--- src/include/gpsa_pkg.sv ---
package gpsa_pkg;

  // ----------------------------------------------------------------
  // Port geometry
  // ----------------------------------------------------------------
  localparam int GPSA_PINS = 8;
  localparam int GPSA_PIN_IDX_W = 3;
  localparam int GPSA_FIRST_PLAIN_PORT = 4;

  // ----------------------------------------------------------------
  // Input synchronisation codes
  // ----------------------------------------------------------------
  localparam logic [1:0] GPSA_IN_PASS = 2'h0;
  localparam logic [1:0] GPSA_IN_SYNC1 = 2'h1;
  localparam logic [1:0] GPSA_IN_SYNC2 = 2'h2;
  localparam logic [1:0] GPSA_IN_RSVD = 2'h3;

  // ----------------------------------------------------------------
  // Output synchronisation codes
  // ----------------------------------------------------------------
  localparam logic [1:0] GPSA_OUT_PASS = 2'h0;
  localparam logic [1:0] GPSA_OUT_SYNC1 = 2'h1;
  localparam logic [1:0] GPSA_OUT_CLK = 2'h2;
  localparam logic [1:0] GPSA_OUT_CLKINV = 2'h3;

  // ----------------------------------------------------------------
  // Sync clock and reset sources
  // ----------------------------------------------------------------
  localparam logic [1:0] GPSA_CLK_HF = 2'h0;
  localparam logic [1:0] GPSA_CLK_FABRIC = 2'h1;
  localparam logic [1:0] GPSA_CLK_PIN = 2'h2;
  localparam logic GPSA_RST_FABRIC = 1'b0;
  localparam logic GPSA_RST_PIN = 1'b1;

  // ----------------------------------------------------------------
  // Reset values
  // ----------------------------------------------------------------
  localparam logic [7:0] GPSA_LATCH_RESET = 8'h00;
  localparam logic [7:0] GPSA_READBACK_RESET = 8'h00;
  localparam logic GPSA_FLOP_RESET = 1'b0;

endpackage : gpsa_pkg

--- src/core/gpsa_pin_sync.sv ---
`timescale 1ns/1ps
`default_nettype none
module gpsa_pin_sync (
  // Clock and reset
  input wire logic clk_sys,
  input wire logic sys_rst,
  // Shared synchroniser controls
  input wire logic syncTick,
  input wire logic syncRst,
  input wire logic clkLevel,
  // Per-pin configuration
  input wire logic [1:0] inMode,
  input wire logic [1:0] outMode,
  // Data
  input wire logic pinLevel,
  input wire logic outSource,
  output logic fabricIn,
  output logic pinOut
);
  import gpsa_pkg::*;

  logic stage1;
  logic stage2;
  logic outStage;

  // ----------------------------------------------------------------
  // Input stages
  // ----------------------------------------------------------------
  always_ff @(posedge clk_sys or posedge sys_rst) begin
    if (sys_rst) begin
      stage1 <= GPSA_FLOP_RESET;
      stage2 <= GPSA_FLOP_RESET;
    end else if (syncRst) begin
      stage1 <= GPSA_FLOP_RESET;
      stage2 <= GPSA_FLOP_RESET;
    end else if (syncTick) begin
      stage1 <= pinLevel;
      stage2 <= stage1;
    end
  end

  always_comb begin
    unique case (inMode)
      GPSA_IN_PASS: fabricIn = pinLevel;
      GPSA_IN_SYNC1: fabricIn = stage1;
      GPSA_IN_SYNC2: fabricIn = stage2;
      GPSA_IN_RSVD: fabricIn = pinLevel;
    endcase
  end

  // ----------------------------------------------------------------
  // Output stage
  // ----------------------------------------------------------------
  always_ff @(posedge clk_sys or posedge sys_rst) begin
    if (sys_rst) begin
      outStage <= GPSA_FLOP_RESET;
    end else if (syncRst) begin
      outStage <= GPSA_FLOP_RESET;
    end else if (syncTick) begin
      outStage <= outSource;
    end
  end

  // Pass-through stays combinational so the pin follows its source without a clock.
  always_comb begin
    unique case (outMode)
      GPSA_OUT_PASS: pinOut = outSource;
      GPSA_OUT_SYNC1: pinOut = outStage;
      GPSA_OUT_CLK: pinOut = clkLevel;
      GPSA_OUT_CLKINV: pinOut = ~clkLevel;
    endcase
  end

endmodule : gpsa_pin_sync
`default_nettype wire

--- src/core/gpsa_port_adapter.sv ---
`timescale 1ns/1ps
`default_nettype none
module gpsa_port_adapter #(
  parameter int PORT_INDEX = 0
) (
  // Clock and reset
  input wire logic clk_sys,
  input wire logic sys_rst,
  // Pins
  input wire logic [gpsa_pkg::GPSA_PINS-1:0] pinIn,
  output logic [gpsa_pkg::GPSA_PINS-1:0] pinOut,
  // Fabric side
  input wire logic [gpsa_pkg::GPSA_PINS-1:0] fabricOut,
  output logic [gpsa_pkg::GPSA_PINS-1:0] fabricIn,
  input wire logic fabricSyncClk,
  input wire logic fabricSyncRst,
  // Adapter configuration
  input wire logic [2*gpsa_pkg::GPSA_PINS-1:0] inSyncMode,
  input wire logic [2*gpsa_pkg::GPSA_PINS-1:0] outSyncMode,
  input wire logic [1:0] syncClkSel,
  input wire logic [gpsa_pkg::GPSA_PIN_IDX_W-1:0] syncClkPin,
  input wire logic syncClkEnable,
  input wire logic syncRstSel,
  input wire logic [gpsa_pkg::GPSA_PIN_IDX_W-1:0] syncRstPin,
  output logic configError,
  // Software pin control
  input wire logic [gpsa_pkg::GPSA_PINS-1:0] swControl,
  input wire logic [gpsa_pkg::GPSA_PINS-1:0] latchSetMask,
  input wire logic [gpsa_pkg::GPSA_PINS-1:0] latchClearMask,
  output logic [gpsa_pkg::GPSA_PINS-1:0] pinOutputLatch,
  output logic [gpsa_pkg::GPSA_PINS-1:0] pinStateReadback
);
  import gpsa_pkg::*;

  localparam logic HAS_ADAPTER = (PORT_INDEX < GPSA_FIRST_PLAIN_PORT);

  logic [GPSA_PINS-1:0] pinMeta;
  logic [GPSA_PINS-1:0] pinLevel;
  logic syncClkLevel;
  logic syncClkPrev;
  logic hfImage;
  logic syncTick;
  logic clkLevel;
  logic syncRst;
  logic [2*GPSA_PINS-1:0] effInMode;
  logic [2*GPSA_PINS-1:0] effOutMode;
  logic [GPSA_PINS-1:0] outSource;

  // ----------------------------------------------------------------
  // Pin input synchronisers
  // ----------------------------------------------------------------
  // Pins are asynchronous, so even straight mode sees them two cycles late.
  always_ff @(posedge clk_sys or posedge sys_rst) begin
    if (sys_rst) begin
      pinMeta <= GPSA_READBACK_RESET;
      pinLevel <= GPSA_READBACK_RESET;
    end else begin
      pinMeta <= pinIn;
      pinLevel <= pinMeta;
    end
  end

  always_ff @(posedge clk_sys or posedge sys_rst) begin
    if (sys_rst) begin
      pinStateReadback <= GPSA_READBACK_RESET;
    end else begin
      pinStateReadback <= pinLevel;
    end
  end

  // ----------------------------------------------------------------
  // Shared sync clock
  // ----------------------------------------------------------------
  always_comb begin
    unique case (syncClkSel)
      GPSA_CLK_FABRIC: syncClkLevel = fabricSyncClk;
      GPSA_CLK_PIN: syncClkLevel = pinLevel[syncClkPin];
      default: syncClkLevel = hfImage;
    endcase
  end

  always_ff @(posedge clk_sys or posedge sys_rst) begin
    if (sys_rst) begin
      syncClkPrev <= GPSA_FLOP_RESET;
      hfImage <= GPSA_FLOP_RESET;
    end else begin
      syncClkPrev <= syncClkLevel;
      hfImage <= ~hfImage;
    end
  end

  // The fast clock cannot reach a pin as data, so its half-rate image stands in.
  assign clkLevel = syncClkLevel;
  // One tick drives every pin of the port; pins never pick their own clock.
  assign syncTick = syncClkEnable & ((syncClkSel == GPSA_CLK_HF) |
                    (syncClkSel != GPSA_CLK_HF & syncClkLevel & ~syncClkPrev));
  assign syncRst = (syncRstSel == GPSA_RST_PIN) ? pinLevel[syncRstPin] : fabricSyncRst;

  // ----------------------------------------------------------------
  // Plain ports and configuration check
  // ----------------------------------------------------------------
  assign effInMode = HAS_ADAPTER ? inSyncMode : '0;
  assign effOutMode = HAS_ADAPTER ? outSyncMode : '0;

  always_ff @(posedge clk_sys or posedge sys_rst) begin
    if (sys_rst) begin
      configError <= GPSA_FLOP_RESET;
    end else begin
      configError <= ~HAS_ADAPTER & ((|inSyncMode) | (|outSyncMode));
    end
  end

  // ----------------------------------------------------------------
  // Software output latch
  // ----------------------------------------------------------------
  // A bit both set and cleared in one cycle ends up set.
  always_ff @(posedge clk_sys or posedge sys_rst) begin
    if (sys_rst) begin
      pinOutputLatch <= GPSA_LATCH_RESET;
    end else begin
      pinOutputLatch <= (pinOutputLatch & ~latchClearMask) | latchSetMask;
    end
  end

  assign outSource = (swControl & pinOutputLatch) | (~swControl & fabricOut);

  // ----------------------------------------------------------------
  // Per-pin adapters
  // ----------------------------------------------------------------
  for (genvar p = 0; p < GPSA_PINS; p++) begin : g_pin
    gpsa_pin_sync u_pin (
      .clk_sys(clk_sys),
      .sys_rst(sys_rst),
      .syncTick(syncTick),
      .syncRst(syncRst),
      .clkLevel(clkLevel),
      .inMode(effInMode[2*p+1 -: 2]),
      .outMode(effOutMode[2*p+1 -: 2]),
      .pinLevel(pinLevel[p]),
      .outSource(outSource[p]),
      .fabricIn(fabricIn[p]),
      .pinOut(pinOut[p])
    );
  end

endmodule : gpsa_port_adapter
`default_nettype wire

--- config.mk ---
export PLATFORM = sky130hd
export DESIGN_NAME = gpsa_port_adapter
export DESIGN_NICKNAME = d
export VERILOG_FILES = /design/src/include/gpsa_pkg.sv /design/src/core/gpsa_pin_sync.sv /design/src/core/gpsa_port_adapter.sv
export SDC_FILE = /design/constraint.sdc
export NUM_CORES = 1
export LEC_CHECK = 0
export BUFFER_PORTS_ARGS = -buffer_cell sky130_fd_sc_hd__buf_2
export CAP_MARGIN = 20
export CORE_ASPECT_RATIO = 1.25
export CORE_UTILIZATION = 53
export DETAILED_ROUTE_END_ITERATION = 10
export MAX_ROUTING_LAYER = met4
export PLACE_DENSITY = 0.84
export SLEW_MARGIN = 20
export SYNTH_ARGS = -nofsm -noshare
export SYNTH_HDL_FRONTEND = slang
export SYNTH_SLANG_ARGS = --single-unit
--- constraint.sdc ---
create_clock -name clk_sys -period 4.84 [get_ports clk_sys]
set_input_delay 0.484 -clock clk_sys [delete_from_list [all_inputs] [get_ports clk_sys]]
set_output_delay 0.484 -clock clk_sys [all_outputs]
set_load 0.01 [all_outputs]
---- Yosys cells after proc, flatten, opt, wreduce, memory -nomap -nowiden ----
Index checks and enable logic that the tools add are counted.
storage, ports and cells
  register bits after elaboration ......... 58
  input port bits ......................... 86
  output and inout port bits .............. 33
  logic and storage cells ................. 193
operators by class
  magnitude comparators ................... 2
  eq/ne operators ......................... 50
  muxes and demuxes ....................... 70
  bitwise logic cells ..................... 14
  reduce and logical (&&, ||, !) cells .... 27
operators by type and width
  cell                                                         count
  equality test 2 bit (second input constant)                  33
  two-way mux 1 bit                                            51
  equality test 2 x 1 -> 1 bit (second input constant)         17
  logical NOT 2 bit                                            17
  case mux 1 bit (4 select lines)                              8
  AND 8 bit                                                    3
  case mux 1 bit (3 select lines)                              8
  NOT 8 bit                                                    2
  OR 8 bit                                                     2
  OR reduction 2 bit                                           8
  less-than comparator 3 x 4 -> 1 bit (second input constant)  2
  binary-select mux 1 bit (select 3 bit)                       2
  nonzero test 2 bit                                           2
  AND 1 bit                                                    3
  NOT 1 bit                                                    3
  case mux 1 bit (2 select lines)                              1
  OR 1 bit                                                     1

---- Logic depth before layout (Yosys ltp) ----
  depth after elaboration ................. 9
  depth in mapped cells ................... 10
  depth with buffers taken out ............ 7

---- Cells and area by module ----
Synthesis repeated with hierarchy kept, for this count alone.
unflattened totals
  cell total of the unflattened synthesis .. 255
  area, all modules ....................... 2850.2 µm²
by module, submodules not included
  module             instances  cells each  area each (µm²)  sequential area each (µm²)
  gpsa_pin_sync      8          21          195.2            75.1
  gpsa_port_adapter  1          87          1288.7           850.8

---- Worst setup path after synthesis ----
OpenSTA, ideal clock, no wires.
  path type ............................... input to output
  start point ............................. input port syncClkSel[0]
  end point ............................... output port pinOut[2] (netlist bit)
  arrival time ............................ 2263 ps
  required time ........................... 4356 ps
  path slack .............................. 2093 ps
  stages .................................. 9
  path buffers ............................ 3
  path through ............................ inv_1 ha_1 clkbuf_1 and3_1 or2_1 clkbuf_1 mux4_2 a21o_1 buf_4
between the ends
  longest elaborated chain between the ends .. 4
  elaborated cells on any way between the ends .. 5
  those cells by class .................... eq/ne: 2; mux: 2; bitwise: 1
RTL lines
  element                                                              line                     RTL
  start, declared                                                      gpsa_port_adapter.sv:20  input wire logic [1:0] syncClkSel,
  equality test 2 bit or equality test 2 x 1 -> 1 bit (tied branches)  gpsa_port_adapter.sv:75  unique case (syncClkSel)
  case mux 1 bit (2 select lines) (*)                                  gpsa_port_adapter.sv:75
  NOT 1 bit                                                            gpsa_pin_sync.sv:70      GPSA_OUT_CLKINV: pinOut = ~clkLevel;
  case mux 1 bit (4 select lines) (*)                                  gpsa_pin_sync.sv:66      unique case (outMode)
  end, declared                                                        gpsa_port_adapter.sv:11  output logic [gpsa_pkg::GPSA_PINS-1:0] pinOut,
Mark *: on every way between the ends. The rest lies on a longest branch, timed or not.

---- Worst setup path after layout ----
Ends and elaborated chain as after synthesis.

==> results.py <==
metrics = {
    "final_layout": {
        "final_cells": 458,
        "syn2layout_area_growth_pct": 22.93,
        "drive_gt1_share_pct": 40.05,
        "nets": 492,
        "multiInputGateArea_sq_mm": 0.001424,
        "n_antenna_cell": 0,
        "seqCellArea_sq_mm": 0.001451,
        "fillers": 463,
    },
    "floorplanning": {
        "core_sq_mm": 0.005779,
        "rows": 31,
        "start_util_pct": 54.75,
        "die_h_um": 88.39,
        "die_x_um": 71.11,
        "die-area_sq_mm": 0.006285,
        "pin_count": 119,
    },
    "clock_tree": {
        "cts_hold_buffers": 0,
        "cts_max_path_buffers": 2,
        "path_clk_slew_ps": 70,
        "postCtsSetupRepairBufs": 0,
        "post_cts_resized": 0,
        "root_buffer": "clkbuf_8",
        "h-tree-depth": 3,
        "clkSinkCount": 58,
        "clock_latency_ps": 330,
        "numCtsBuffers": 9,
        "cts_tree": "yes",
    },
    "yosys": {
        "synth-async-reset-ratio_pct": 100.0,
        "synth.most_common_cell": "dfrtp_1",
        "synth_top_area_share_pct": 45.87,
        "synth_compound_area_share_pct": 11.39,
        "synth_cells": 282,
        "synth_fp_nets": 387,
        "synth_warnings": 0,
        "synthTopCellsByArea": "dfrtp_1 (46%), mux2i_1 (8.9%), ha_1 (7.5%)",
        "avgSynthCellArea_sq_um": 11.22,
        "synth_commonest_cells": "dfrtp_1 (58), inv_1 (30), nor2_1 (29)",
        "synthSimpleGateAreaFrac_pct": 7.869,
        "synth_area_leader_cell": "dfrtp_1",
        "synth_top_family_by_area": "multiplexers",
        "synth_area_sq_mm": 0.003164,
        "synth_edf_count": 0,
        "ys_types": 34,
        "ys_ff_latch": 58,
        "synthXorXnorAreaFrac_pct": 0,
        "synth_ff_type": "dfrtp_1",
        "synth.mux.area_fraction_pct": 17.40,
        "ys_seq_area_share_pct": 45.87,
        "synth_fa_ha_area_share_pct": 7.513,
    },
    "drt": {
        "via_count": 2405,
        "drt_iter0_markers": 123,
        "route.detailed.drc": 7,
        "wl_met2_um": 3455,
        "drt_pass1_iterations": 7,
        "wl_um": 6545,
        "drt-vias-per-instance": 5.251,
        "top_layer": "met4",
        "drt-wirelength-per-cell_um": 14.29,
        "dr_wl_met3_um": 305,
        "ant_nets": 0,
        "drt-met1-wl_um": 2695,
    },
    "setup_path": {
        "startpoint_type": "primary input",
        "path_delay_family": "simple AND/OR/NAND/NOR gates",
        "path_common_cell": "buf_2",
        "crit_chain": "buf_2, inv_1, ha_1, nor2_1, or3_1, o22ai_1, a21o_1, buf_2",
        "crit_cells": 8,
        "slowest_stage": "nor2_1",
        "critPathKind": "primary input to output port",
        "reg2reg_depth": 6,
        "critical_path_peak_fanout": 11,
        "crit_required_ps": 4360,
        "max_stage_delay_ps": 520,
        "critical_path_arrival_ps": 2460,
        "worstSetupEndpointType": "output port",
        "critPathBufInv": 3,
    },
    "placed_design": {
        "place_hpwl_um": 4915,
        "portBuffers": 117,
        "gp_routability_congestion": 0.7929,
        "dp.cells": 442,
    },
    "run": {
        "drv_cap": 0,
    },
    "grt": {
        "gr-usage-all-layers_pct": 22.89,
        "grt_pass1_wl_um": 10510,
        "grt_max_degree": 59,
        "grt_antenna_before_repair": 0,
        "grt_pass1_vias": 2295,
        "grt.overflow.total": 0,
    },
    "pwr": {
        "power.leakage_nw": 2.096,
        "vdd_drop_max_mv": 0.2377,
        "power_per_cell_area_mw_per_mm2": 320.4,
    },
    "timing": {
        "slew_violations": 0,
        "maxSlewHeadroom_pct": 31.02,
        "post-route-min-period_ps": 2946,
        "fmax_mhz": 339.5,
        "finalSetupTns_ps": 0,
        "fin_skew_ps": 8.502,
        "setup_viol": 0,
        "worst_pin_slew_ps": 1031,
        "min_period_over_period_pct": 60.87,
        "rsz0062_at_grt": "no",
        "final_hold_viol_count": 0,
    },
    "min_path": {
        "hold-path-cell-count": 1,
        "worstHoldPathType": "primary input to flop",
    },
    "outcome": {
        "outcome": "finished with violations",
        "violations": "design-rule violations",
    },
}
layer usage:
metal	global-route usage [%]	up-vias
li1	-	1162
met1	26.39	1156
met2	39.42	78
met3	4.328	9
met4	9.636	0
met5	-	-
cell families after synthesis:
logic type,count (synthesis)
buf+inv,55
flops,58
fa+ha+maj,19
mux,44
other cells,1
compound gates,48
simple gates,57
layout make-up:
cell class	instances	share of cell area, %
Clock buffer	11	3.635
Clock inverter	5	1.994
Inverter	30	2.895
Multi-Input combinational cell	169	36.60
Sequential cell	58	37.31
Tap cell	66	2.123
Timing Repair Buffer	119	15.44
path summary, 6_finish.rpt:
kind | startpoint | to | slack, ps
min in group asynchronous | sys_rst | pinMeta[7] | 340
max in group asynchronous | sys_rst | g_pin[4].u_pin.stage1 | 4020
max reg2reg | pinLevel[5] | g_pin[0].u_pin.stage1 | 2200
max | syncClkSel[0] | pinOut[2] | 1890
min reg2reg | pinMeta[3] | pinLevel[3] | 350
min | pinIn[0] | pinMeta[0] | 250
report_power, final:
part           switching (mW)  total (mW)  internal [mW]
Clock                   0.190       0.493          0.302
Combinational           0.116       0.226          0.110
Sequential             0.0175       0.528          0.510
Total                   0.324        1.25          0.923
state kept, by name (all words and copies together) (netlist names):
| register | cells |
|---|---|
| g_pin.u_pin.outStage | 8 |
| g_pin.u_pin.stage1 | 8 |
| g_pin.u_pin.stage2 | 8 |
| pinLevel | 8 |
| pinMeta | 8 |
| pinOutputLatch | 8 |
| pinStateReadback | 8 |
| hfImage | 1 |
| syncClkPrev | 1 |
layout by cell type (no fill, tap or decap), types with 2 or more instances in the layout:
master	instances
clkinv_2	2
a211oi_2	2
mux2i_1	28
and3_1	2
dfrtp_1	58
a22o_1	3
o21ai_0	8
nor2b_1	2
clkbuf_8	10
nor2_1	29
nand2_1	11
ha_1	19
inv_1	29
buf_4	2
nand3_1	6
bufinv_16	2
mux4_2	8
a22oi_1	9
mux2_2	7
nand2b_1	3
nor2_2	2
a21o_1	14
buf_2	117
o22ai_1	6
worst register-to-register path: cells and delay by family (launching register included):
family	cells	cell delay [ps]
AOI/OAI and AO/OA	2	1210
and+or+nand+nor	1	70
muxes	2	340
DFF	1	460
buffers and inverters	1	420
stage by stage:
step                setup slack, ps  cell area, sq um  hold WS (ps)  total power [mW]  utilization, %
floorplan                      2093              3164         331.2            0.6989               -
finish                         1894              3890         253.9             1.246           67.31
global route                   1737              3890         242.6             1.301           67.31
CTS                            1903              3882         243.7             1.252           67.18
global placement               1882              3664         332.0            0.7528           63.39
detailed placement             1720              3664         337.3            0.7623           63.39
Note: power is estimated with default switching activity, not from simulation.
